==> src/common/sag_defs.svh <==
// Offsets, field positions, reset values and timing figures of the
// sample activity gate sequencer. Definitions only.
`ifndef SAG_DEFS_SVH
`define SAG_DEFS_SVH

`define SAG_CLK_PERIOD_NS   10
`define SAG_TICK_PERIOD_NS  1000000000

`define SAG_OFF_CTRL        8'h00
`define SAG_OFF_LEAD        8'h04
`define SAG_OFF_DUR         8'h08
`define SAG_OFF_ACT         8'h0c
`define SAG_OFF_STATUS      8'h18

`define SAG_CTRL_CH2_EN     0
`define SAG_CTRL_POL        1
`define SAG_CTRL_SEL        4
`define SAG_CTRL_CONT       8
`define SAG_CTRL_SREQ       12
`define SAG_CTRL_MASK       32'h0000_3337
`define SAG_CTRL_RST        32'h0000_0026

`define SAG_TIME_RST        16'h0000
`endif

==> src/common/sag_pkg.sv <==
// Types shared by the sequencer modules.
package sag_pkg;
  typedef logic [15:0] sag_sec_t;
  typedef enum logic [1:0] {SAG_IDLE, SAG_LEAD, SAG_RUN} sag_state_e;
  typedef enum logic [1:0] {SAG_MEAS, SAG_CAL, SAG_CLEAN} sag_act_e;
endpackage : sag_pkg

==> src/rtl/sag_top.sv <==
// Sample activity gate sequencer: per channel, schedules measurement,
// calibration and cleaning, gated by a process-access input, and drives
// measurement-active and sample-request outputs. APB register slave.
// Assumes process-access pins asynchronous to pclk, APB master on pclk.
//
// Overview of operation
// - Activities start only while access input active.
// - Pending activities wait, kept, while access inactive.
// - Configured schedule sets order; access only gates.
// - Measurement-active high exactly during measurement runs.
// - Sample request asserted ahead of every activity.
// - Lead time delays start, counted from request.
// - Request duration capped at lead plus activity.
// - Continuous mode starts measurement once access active.
// - Due calibration or cleaning runs before measurement.
// - Continuous mode repeats measurements while access active.
// - Each channel binds selectable input; second optional.
// - Second channel has own active and request outputs.
// - Each access input has selectable active polarity.
//
// Decided for this implementation: the placing of the registers and register access over APB.
`timescale 1ns/1ps
`include "sag_defs.svh"
module sag_top #(
  parameter int TICK_CYCLES = `SAG_TICK_PERIOD_NS / `SAG_CLK_PERIOD_NS
) (
  input  wire logic        pclk,
  input  wire logic        presetn,
  input  wire logic [7:0]  paddr,
  input  wire logic        psel,
  input  wire logic        penable,
  input  wire logic        pwrite,
  input  wire logic [31:0] pwdata,
  output logic      [31:0] prdata,
  output logic             pready,
  output logic             pslverr,
  input  wire logic [1:0]  access_in,
  output logic      [1:0]  meas_active,
  output logic      [1:0]  sample_req
);
  import sag_pkg::*;

  logic [31:0] ctrl;
  sag_sec_t    lead_time;
  sag_sec_t    dur       [2];
  sag_sec_t    adur      [3];
  sag_sec_t    ivl       [3];
  logic [1:0]  lvl;
  logic        tick;
  logic [1:0]  ch_on;
  logic [1:0]  acc;
  logic [1:0]  start;
  sag_act_e    next_act  [2];
  logic [2:0]  expire    [2];
  logic [2:0]  pend      [2];
  sag_sec_t    tmr       [2][3];
  sag_state_e  state     [2];
  sag_act_e    act       [2];
  sag_sec_t    lead_cnt  [2];
  sag_sec_t    run_cnt   [2];
  logic [16:0] sreq_cnt  [2];
  logic [31:0] rd_val;
  logic        hit;
  logic        wr;

  sag_sync u_sync (
    .pclk    (pclk),
    .presetn (presetn),
    .d       (access_in),
    .q       (lvl)
  );

  sag_tick #(.TICK_CYCLES(TICK_CYCLES)) u_tick (
    .pclk    (pclk),
    .presetn (presetn),
    .tick    (tick)
  );

  function automatic sag_act_e pick(input logic [2:0] p);
    // Calibration, then cleaning, ahead of measurement
    if (p[SAG_CAL])
      return SAG_CAL;
    else if (p[SAG_CLEAN])
      return SAG_CLEAN;
    return SAG_MEAS;
  endfunction : pick

  function automatic logic [16:0] sreq_len(input sag_sec_t d,
                                           input sag_sec_t l,
                                           input sag_sec_t a);
    logic [16:0] cap;
    cap = {1'b0, l} + {1'b0, a};
    return ({1'b0, d} < cap) ? {1'b0, d} : cap;
  endfunction : sreq_len

  // Register interface
  assign pready = 1'b1;
  assign wr     = psel & penable & pwrite;
  assign hit    = (paddr == `SAG_OFF_CTRL) || (paddr == `SAG_OFF_LEAD) ||
                  (paddr == `SAG_OFF_DUR) || (paddr == `SAG_OFF_STATUS) ||
                  (paddr == `SAG_OFF_ACT) ||
                  (paddr == `SAG_OFF_ACT + 8'h04) ||
                  (paddr == `SAG_OFF_ACT + 8'h08);
  assign pslverr = psel & penable & !hit;

  always_ff @(posedge pclk or negedge presetn) begin
    if (!presetn) begin
      ctrl      <= `SAG_CTRL_RST;
      lead_time <= `SAG_TIME_RST;
      for (int c = 0; c < 2; c++)
        dur[c] <= `SAG_TIME_RST;
      for (int k = 0; k < 3; k++) begin
        adur[k] <= `SAG_TIME_RST;
        ivl[k]  <= `SAG_TIME_RST;
      end
    end else if (wr) begin
      if (paddr == `SAG_OFF_CTRL)
        ctrl <= pwdata & `SAG_CTRL_MASK;
      if (paddr == `SAG_OFF_LEAD)
        lead_time <= pwdata[15:0];
      if (paddr == `SAG_OFF_DUR) begin
        dur[0] <= pwdata[15:0];
        dur[1] <= pwdata[31:16];
      end
      for (int k = 0; k < 3; k++) begin
        if (paddr == `SAG_OFF_ACT + 8'(4 * k)) begin
          adur[k] <= pwdata[15:0];
          ivl[k]  <= pwdata[31:16];
        end
      end
    end
  end

  always_comb begin
    rd_val = 32'h0;
    if (paddr == `SAG_OFF_CTRL)
      rd_val = ctrl;
    if (paddr == `SAG_OFF_LEAD)
      rd_val = {16'h0, lead_time};
    if (paddr == `SAG_OFF_DUR)
      rd_val = {dur[1], dur[0]};
    for (int k = 0; k < 3; k++)
      if (paddr == `SAG_OFF_ACT + 8'(4 * k))
        rd_val = {ivl[k], adur[k]};
    if (paddr == `SAG_OFF_STATUS)
      rd_val = {12'h0, state[1], state[0], 1'b0, pend[1], 1'b0, pend[0],
                2'h0, sample_req, meas_active, acc};
  end

  // Read data captured in the setup phase, stable through access
  always_ff @(posedge pclk or negedge presetn) begin
    if (!presetn)
      prdata <= 32'h0;
    else if (psel && !penable)
      prdata <= rd_val;
  end

  // Access gating and scheduling decisions
  assign ch_on = {ctrl[`SAG_CTRL_CH2_EN], 1'b1};

  always_comb begin
    for (int c = 0; c < 2; c++) begin
      // Input chosen per channel, polarity per input
      acc[c] = ch_on[c] & (lvl[ctrl[`SAG_CTRL_SEL + c]] ==
                           ctrl[`SAG_CTRL_POL + ctrl[`SAG_CTRL_SEL + c]]);
      next_act[c] = pick(pend[c]);
      start[c] = (state[c] == SAG_IDLE) & acc[c] &
                 ((|pend[c]) | ctrl[`SAG_CTRL_CONT + c]);
      for (int k = 0; k < 3; k++)
        expire[c][k] = tick & ch_on[c] & (ivl[k] != 16'h0) &
                       (tmr[c][k] >= ivl[k] - 16'h1);
    end
  end

  // Interval timers; a zero interval holds that timer, so the activity never falls due
  always_ff @(posedge pclk or negedge presetn) begin
    if (!presetn) begin
      for (int c = 0; c < 2; c++)
        for (int k = 0; k < 3; k++)
          tmr[c][k] <= 16'h0;
    end else begin
      for (int c = 0; c < 2; c++)
        for (int k = 0; k < 3; k++)
          if (!ch_on[c] || expire[c][k])
            tmr[c][k] <= 16'h0;
          else if (tick && ivl[k] != 16'h0)
            tmr[c][k] <= tmr[c][k] + 16'h1;
    end
  end

  // Pending work is kept until taken; an expiry wins over the clear
  always_ff @(posedge pclk or negedge presetn) begin
    if (!presetn) begin
      for (int c = 0; c < 2; c++)
        pend[c] <= 3'h0;
    end else begin
      for (int c = 0; c < 2; c++)
        for (int k = 0; k < 3; k++)
          pend[c][k] <= expire[c][k] | (pend[c][k] &
                        !(start[c] && next_act[c] == sag_act_e'(k)));
    end
  end

  // Per-channel sequencer
  always_ff @(posedge pclk or negedge presetn) begin
    if (!presetn) begin
      for (int c = 0; c < 2; c++) begin
        state[c]    <= SAG_IDLE;
        act[c]      <= SAG_MEAS;
        lead_cnt[c] <= 16'h0;
        run_cnt[c]  <= 16'h0;
      end
      meas_active <= 2'h0;
    end else begin
      for (int c = 0; c < 2; c++) begin
        if (!ch_on[c]) begin
          state[c]       <= SAG_IDLE;
          lead_cnt[c]    <= 16'h0;
          run_cnt[c]     <= 16'h0;
          meas_active[c] <= 1'b0;
        end else begin
          unique case (state[c])
            SAG_IDLE: begin
              if (start[c]) begin
                act[c] <= next_act[c];
                if (ctrl[`SAG_CTRL_SREQ + c]) begin
                  state[c]    <= SAG_LEAD;
                  lead_cnt[c] <= lead_time;
                end else begin
                  state[c]       <= SAG_RUN;
                  run_cnt[c]     <= adur[next_act[c]];
                  meas_active[c] <= (next_act[c] == SAG_MEAS);
                end
              end
            end
            SAG_LEAD: begin
              // Lead elapsed but access gone: hold, do not discard
              if (lead_cnt[c] == 16'h0) begin
                if (acc[c]) begin
                  state[c]       <= SAG_RUN;
                  run_cnt[c]     <= adur[act[c]];
                  meas_active[c] <= (act[c] == SAG_MEAS);
                end
              end else if (tick) begin
                lead_cnt[c] <= lead_cnt[c] - 16'h1;
              end
            end
            SAG_RUN: begin
              // Runs to completion even if access drops meanwhile
              if (run_cnt[c] == 16'h0) begin
                state[c]       <= SAG_IDLE;
                meas_active[c] <= 1'b0;
              end else if (tick) begin
                run_cnt[c] <= run_cnt[c] - 16'h1;
              end
            end
          endcase
        end
      end
    end
  end

  // Sample request, loaded with the capped duration at each start
  always_ff @(posedge pclk or negedge presetn) begin
    if (!presetn) begin
      for (int c = 0; c < 2; c++)
        sreq_cnt[c] <= 17'h0;
      sample_req <= 2'h0;
    end else begin
      for (int c = 0; c < 2; c++) begin
        if (!ch_on[c]) begin
          sreq_cnt[c]   <= 17'h0;
          sample_req[c] <= 1'b0;
        end else if (start[c] && ctrl[`SAG_CTRL_SREQ + c]) begin
          sreq_cnt[c]   <= sreq_len(dur[c], lead_time,
                                    adur[next_act[c]]);
          sample_req[c] <= (sreq_len(dur[c], lead_time,
                                     adur[next_act[c]]) != 17'h0);
        end else if (tick && sreq_cnt[c] != 17'h0) begin
          sreq_cnt[c]   <= sreq_cnt[c] - 17'h1;
          sample_req[c] <= (sreq_cnt[c] != 17'h1);
        end
      end
    end
  end
endmodule : sag_top

==> src/rtl/sag_sync.sv <==
// Two-stage synchroniser for the process-access pins.
// Assumes the pins are asynchronous to pclk.
`timescale 1ns/1ps
module sag_sync (
  input  wire logic       pclk,
  input  wire logic       presetn,
  input  wire logic [1:0] d,
  output logic      [1:0] q
);
  import sag_pkg::*;

  logic [1:0] meta;

  always_ff @(posedge pclk or negedge presetn) begin
    if (!presetn) begin
      meta <= 2'h0;
      q    <= 2'h0;
    end else begin
      meta <= d;
      q    <= meta;
    end
  end
endmodule : sag_sync

==> src/rtl/sag_tick.sv <==
// One-second timebase: a one-cycle pulse every TICK_CYCLES clocks.
// Assumes a free-running pclk.
`timescale 1ns/1ps
`include "sag_defs.svh"
module sag_tick #(
  parameter int TICK_CYCLES = `SAG_TICK_PERIOD_NS / `SAG_CLK_PERIOD_NS
) (
  input  wire logic pclk,
  input  wire logic presetn,
  output logic      tick
);
  import sag_pkg::*;

  logic [26:0] cnt;

  always_ff @(posedge pclk or negedge presetn) begin
    if (!presetn) begin
      cnt  <= 27'h0;
      tick <= 1'b0;
    end else if (cnt == 27'(TICK_CYCLES - 1)) begin
      cnt  <= 27'h0;
      tick <= 1'b1;
    end else begin
      cnt  <= cnt + 27'h1;
      tick <= 1'b0;
    end
  end
endmodule : sag_tick

==> config.mk <==
export PLATFORM = sky130hd
export DESIGN_NAME = sag_top
export DESIGN_NICKNAME = d
export VERILOG_FILES = /design/src/common/sag_pkg.sv /design/src/rtl/sag_top.sv /design/src/rtl/sag_sync.sv /design/src/rtl/sag_tick.sv
export VERILOG_INCLUDE_DIRS = /design/src /design/src/common
export SDC_FILE = /design/constraint.sdc
export NUM_CORES = 1
export LEC_CHECK = 0
export BUFFER_PORTS_ARGS = -buffer_cell sky130_fd_sc_hd__clkbuf_2
export CAP_MARGIN = 25
export CORE_MARGIN = 5
export CORE_UTILIZATION = 64
export CTS_CLUSTER_DIAMETER = 40
export DETAILED_ROUTE_END_ITERATION = 16
export PLACE_DENSITY_LB_ADDON = 0.08
export SLEW_MARGIN = 20
export SYNTH_ARGS = -nofsm -noshare
export SYNTH_HDL_FRONTEND = slang
export SYNTH_SLANG_ARGS = --single-unit
==> constraint.sdc <==
create_clock -name pclk -period 6.45 [get_ports pclk]
set_input_delay 0 -clock pclk [delete_from_list [all_inputs] [get_ports pclk]]
set_output_delay 0 -clock pclk [all_outputs]
set_load 0.1 [all_outputs]
Word level (Yosys, flattened, before mapping)
Index checks and enable logic that the tools add are counted.

cells by class
  add/subtract/negate cells = 20
  $lt $le $gt $ge = 16
  eq/ne operators = 41
  multiplexer cells = 115
  bitwise gates (word level) = 39
  reduce and logical (&&, ||, !) cells = 76

operators by type and width
  cell                                                     count
  2-to-1 mux 16 bit                                        43
  2-to-1 mux 32 bit                                        5
  binary-select mux 16 bit (select 2 bit)                  4
  2-to-1 mux 17 bit                                        7
  subtractor 16 x 1 -> 16 bit (second input constant)      7
  adder 16 x 1 -> 16 bit (second input constant)           6
  >= comparator 16 bit                                     6
  one-hot mux 16 bit (3 select lines)                      2
  nonzero test 17 bit                                      4
  zero test 16 bit                                         4
  one-hot mux 16 bit (2 select lines)                      2
  nonzero test 16 bit                                      3
  adder 16 x 16 -> 17 bit                                  2
  less-than comparator 16 x 17 -> 1 bit                    2
  2-to-1 mux 2 bit                                         17
  inequality test 17 x 1 -> 1 bit (second input constant)  2
  subtractor 17 x 1 -> 17 bit (second input constant)      2
  adder 27 x 1 -> 27 bit (second input constant)           1
  AND 1 bit                                                27
  == test 27 bit (second input constant)                   1
  2-to-1 mux 1 bit                                         27
  2-to-1 mux 27 bit                                        1
  == test 8 x 5 -> 1 bit (second input constant)           3
  inequality test 3 bit (second input constant)            8
  31 further kinds                                         121

storage, ports and cells
  register bits after elaboration = 429
  output and inout port bits = 38
  logic and storage cells = 344

Logic depth before layout (Yosys ltp)
  depth in word-level cells = 13
  gate-level depth with buffers = 23

Modules after synthesis
A second synthesis with hierarchy kept.

second synthesis, totals
  cells, all modules = 2953
  area, all modules = 27853.0 um^2

modules (own cells, without submodules)
  module    times used  cells each  area each (um^2)  sequential area each (um^2)
  sag_top   1           2814        26395.3           9938.3
  sag_tick  1           135         1357.6            700.7
  sag_sync  1           4           100.1             100.1

Worst setup path before layout
Ideal clock, no wire load.

  path kind = reg2reg
  start = reg pend[2] (netlist name)
  end = reg sreq_cnt[13] (netlist name)
  library setup time = 0.137 ns
  data arrival time = 5.237 ns
  data required time = 6.313 ns
  slack = 1.076 ns
  cell stages (with the launch flop) = 24
  period minus slack after synthesis = 5.374 ns
  path through = dfrtp_1 -> clkbuf_1 -> buf_1 -> buf_1 -> mux2i_1 -> o21ai_0 -> ha_1 -> a21oi_1 -> o221ai_1 -> a2111oi_0 -> o31ai_1 -> a21oi_1 -> xnor2_1 -> inv_1 -> ha_1 -> nand4_1 -> nor2_1 -> nand4_1 -> a31oi_1 -> a2111oi_0 -> nor3_1 -> buf_2 -> mux2i_1 -> o22ai_1

on the way
  cells in the longest elaborated chain, start to end = 12

ends and longest elaborated chain
  item                                                  RTL line        text
  start: declaration                                    sag_top.sv:55   logic [2:0] pend [2];
  start signal: indexed assignment                      sag_top.sv:199  pend[c][k] <= expire[c][k] | (pend[c][k] &
  2-to-1 mux 1 bit                                      sag_top.sv:83   else if (p[SAG_CLEAN])
  2-to-1 mux 1 bit                                      sag_top.sv:81   if (p[SAG_CAL])
  2-to-1 mux 2 bit                                      sag_top.sv:85   return SAG_MEAS;
  inverter 2 -> 3 bit (implied by the code)             sag_top.sv:276  adur[next_act[c]]);
  binary-select mux 16 bit (select 2 bit)               sag_top.sv:276
  2-to-1 mux 16 bit (implied by the code) (2 in a row)  sag_top.sv:276
  adder 16 x 16 -> 17 bit                               sag_top.sv:92   cap = {1'b0, l} + {1'b0, a};
  less-than comparator 16 x 17 -> 1 bit                 sag_top.sv:93   return ({1'b0, d} < cap) ? {1'b0, d} : cap;
  2-to-1 mux 17 bit                                     sag_top.sv:93
  2-to-1 mux 17 bit                                     sag_top.sv:274  end else if (start[c] && ctrl[`SAG_CTRL_SREQ + c]) begin
  2-to-1 mux 17 bit                                     sag_top.sv:271  if (!ch_on[c]) begin
  end signal: indexed assignment                        sag_top.sv:275  sreq_cnt[c] <= sreq_len(dur[c], lead_time,
  end signal: indexed assignment                        sag_top.sv:280  sreq_cnt[c] <= sreq_cnt[c] - 17'h1;
  end: declaration                                      sag_top.sv:61   logic [16:0] sreq_cnt [2];

Parallel ways exist; a longest one is shown, timed or not. The select of a mux whose other input is x is not followed.
A chain may end at the register's enable or synchronous reset.

Final worst setup path
  start = reg pend[2] (netlist name)
  end = reg sreq_cnt[14] (netlist name)

Same word-level chain as after synthesis.

==> qor.yml <==
setup_path:
  critPathArrivalTime_ns: 6.05
  r2r_slack_ns: 0.90
  critPathKind: "reg -> reg"
  r2r-start: "pend[2]"
  crit_path_end_kind: "flip-flop"
  critical_path.max_fanout: 18
  required_ns: 6.95
  reg2reg_depth: 21
  reg2reg_to: "sreq_cnt[14]"
  startpoint_type: "flip-flop"
cts:
  cts_tree: "yes"
  cts_max_level: 3
  clk_pin_slew_ns: 0.05
  max-clock-path-buffers: 3
  ctsResizeCount: 0
  numCtsBuffers: 76
  clk_latency_ns: 0.62
  clock_sink_count: 429
  clockRootBuffer: "clkbuf_16"
synth:
  yosysSeqAreaShare: 0.379
  ys_ff_latch: 429
  ys_warn_count: 0
  syn_inst: 3050
  yosysTopAreaCell: "dfrtp_1"
  syn_area_sq_um: 28300
  synth_edf_count: 0
  yosysTopAreaCellShare: 0.377
  netlist_top_cells_area: "dfrtp_1, ha_1, mux2_2"
  yosys.cell_types.count: 81
  async_flop_share: 1.00
  synth_nets: 3281
  ys.flop_type: "dfrtp_1"
  syn-mean-instance-area_sq_um: 9.28
die:
  start_util: 0.643
  pin_count: 85
  die_h_um: 220
  core_sq_um: 44000
  fp.dieW_um: 220
  dieArea_sq_um: 48500
  fp-row-count: 77
drt:
  first_pass_iters: 7
  drcViolationCount: 0
  wirelength_um: 91800
  viasPerCell: 6.71
  drt-initial-drc-count: 2855
  num_vias: 25600
  wl_per_cell_um: 24.1
  final_antenna_net_count: 0
worst_hold_path:
  hold_path.class: "in -> reg"
  hp-start: "access_in[1]"
  whs_endpoint: "u_sync.meta[1]"
  hold-path-cell-count: 2
power:
  irDropWorstVdd_v: 0.000279
  p_sw_mw: 2.53
  p_sw_frac: 0.302
  leakagePower_nw: 15.2
  combPwrFrac: 0.155
  p_seq_frac: 0.348
  powerDensity_nw_per_um2: 258
  power.internal_mw: 5.83
  total_power_mw: 8.35
  pwr-share-clk: 0.497
global_route:
  grt_start_max_net_pins: 173
  grtUsageTotal: 0.376
  grt_pass1_wl_um: 142000
  overflow: 0
  antenna_found_initial: 1
  grt_pass1_vias: 24700
timing:
  finalCritPeriodShare: 0.860
  tightest_slew_ns: 1.07
  setup_violations: 0
  setup_tns_ns: 0
  relSlewSlack: 0.280
  clock.fmax_mhz: 180
  fin_hold_ws_ns: 0.0331
  drv_slew: 0
  rsz0062_at_grt: "no"
  hold_violations: 0
  clock_skew_ns: 0.0254
  min_period_ns: 5.55
placement:
  gp_congestion: 1.01
  dp_cells: 3638
  io_buffer_count: 83
  dpl.hpwl_um: 65300
cells_and_area:
  nNetsFinal: 3393
  finish.utilization: 0.736
  fin_cells: 3815
  drive_above_1_share: 0.155
  syn_to_final_growth_pct: 14.6
  antenna_cells: 0
  n_fill_cell: 3231
outcome:
  outcome: "complete, no violations"
run:
  maxCapViolCount: 0
## kinds of logic (layout without fill, tap and decap cells)
logic type	count (synthesis)	count (layout)	share of synthesized area
buffers and inverters	256	429	0.0344
xor gates and xnor gates	182	182	0.0563
muxes	303	303	0.117
and+or+nand+nor	957	957	0.163
adders and majority gates	184	184	0.0819
AOI/OAI and AO/OA	738	738	0.168
DFF	429	429	0.379
other	1	1	0.000133
## what timing repair did
item,4_1_cts,5_1_grt
hold buffers,36,0
buffers inserted,0,0
hold endpoints to repair,275,0
## power groups by stage
stage / registers [mW] / clock network (mW) / logic [mW]
2_1_floorplan: 2.98 / 0 / 0.812
3_3_place_gp: 2.94 / 0 / 1.21
3_5_place_dp: 2.94 / 0 / 1.25
4_1_cts: 2.90 / 4.17 / 1.27
5_1_grt: 2.91 / 4.30 / 1.41
6_report: 2.91 / 4.15 / 1.30
## synth_stat cells, types with 9 or more instances
cell	n
nand2_1	249
nor2b_1	17
dfrtp_1	426
xnor2_1	108
and4_1	12
o21a_1	17
o2111ai_1	19
and2_1	14
nor2_1	259
buf_1	25
a21o_1	54
o211ai_1	25
or2_2	10
and3_1	36
inv_1	118
a31oi_1	18
mux2i_1	113
a21oi_1	181
a2111oi_0	9
o221ai_1	14
xor2_1	74
ha_1	182
clkbuf_1	109
mux2_2	186
a222oi_1	19
nand4_1	41
nand2b_1	22
o31ai_1	20
a22oi_1	16
or3_1	22
a221oi_1	13
or4_1	14
nor4_1	33
nor3b_1	12
o22ai_1	23
nand3_1	97
o21ai_0	207
nor3_1	93
a211oi_1	26
## worst max-delay path: stages (launching register included)
cell and delay [ns]:
dfrtp_1 0.51, buf_4 0.36, mux2i_1 0.12, o21ai_0 0.36, ha_1 0.37, a21oi_1 0.20, o221ai_1 0.16, a2111oi_0 0.63
o31ai_1 0.16, a21oi_1 0.21, xnor2_1 0.20, inv_1 0.08, ha_1 0.32, nand4_1 0.10, nor2_1 0.04, nand4_1 0.09
a31oi_1 0.05, a2111oi_1 0.71, nor3_2 0.11, buf_4 0.24, mux2_2 0.29, o22ai_1 0.13
## placed cells by master (no fill, tap or decap), drive strengths merged, types with 41 or more instances in the layout
cell type	synthesis	final
nor2	259	259
xor2	74	74
nand3	97	97
buf	29	52
ha	182	182
xnor2	108	108
clkbuf	109	166
dfrtp	426	426
mux2	186	186
a21o	54	54
nor3	93	93
inv	118	139
o21ai	212	212
nand4	41	41
mux2i	113	113
nand2	249	249
a21oi	181	181
## layer usage
layer,global-route usage,part of all wire,vias to the layer above
li1,-,-,11500
met1,0.528,0.42,12600
met2,0.569,0.44,1288
met3,0.0899,0.10,270
met4,0.143,0.040,2
met5,0,0.00016,-
## state kept, by name (all words and copies together), names as in the netlist
signal,cells
ivl,48
lead_cnt,32
u_tick.tick,1
meas_active,2
act,4
prdata,32
ctrl,9
pend,6
u_tick.cnt,27
sreq_cnt,34
run_cnt,32
sample_req,2
u_sync.q,2
state,4
adur,48
u_sync.meta,2
lead_time,16
tmr,96
dur,32
## worst max-delay path by stage
| stage | start | to | slack (ns) | cells past startpoint |
|---|---|---|---|---|
| finish | pend[2] | sreq_cnt[14] | 0.90 | 21 |
| global route | pend[2] | sreq_cnt[14] | 0.51 | 21 |
| CTS | pend[2] | sreq_cnt[14] | 0.83 | 21 |
| detailed placement | pend[2] | sreq_cnt[14] | 0.86 | 21 |
| global placement | pend[2] | sreq_cnt[5] | 0.95 | 21 |
| floorplan | pend[2] | sreq_cnt[13] | 1.08 | 23 |
## stage by stage
step	setup WS [ns]	instance area (sq um)
floorplan	1.08	28300
global placement	0.953	29300
detailed placement	0.857	29400
CTS	0.829	32400
global route	0.508	32400
finish	0.903	32400
## layout make-up
class	count	area, sq um	area share
multi-input combinational	2365	16600	0.513
clock inverter	57	634	0.0196
sequential	429	10700	0.331
timing repair buffer	172	1210	0.0374
clock buffer	82	2010	0.0619
inverter	118	443	0.0137
tap	592	741	0.0228
No activity file was read; power rests on OpenSTA's default activity.
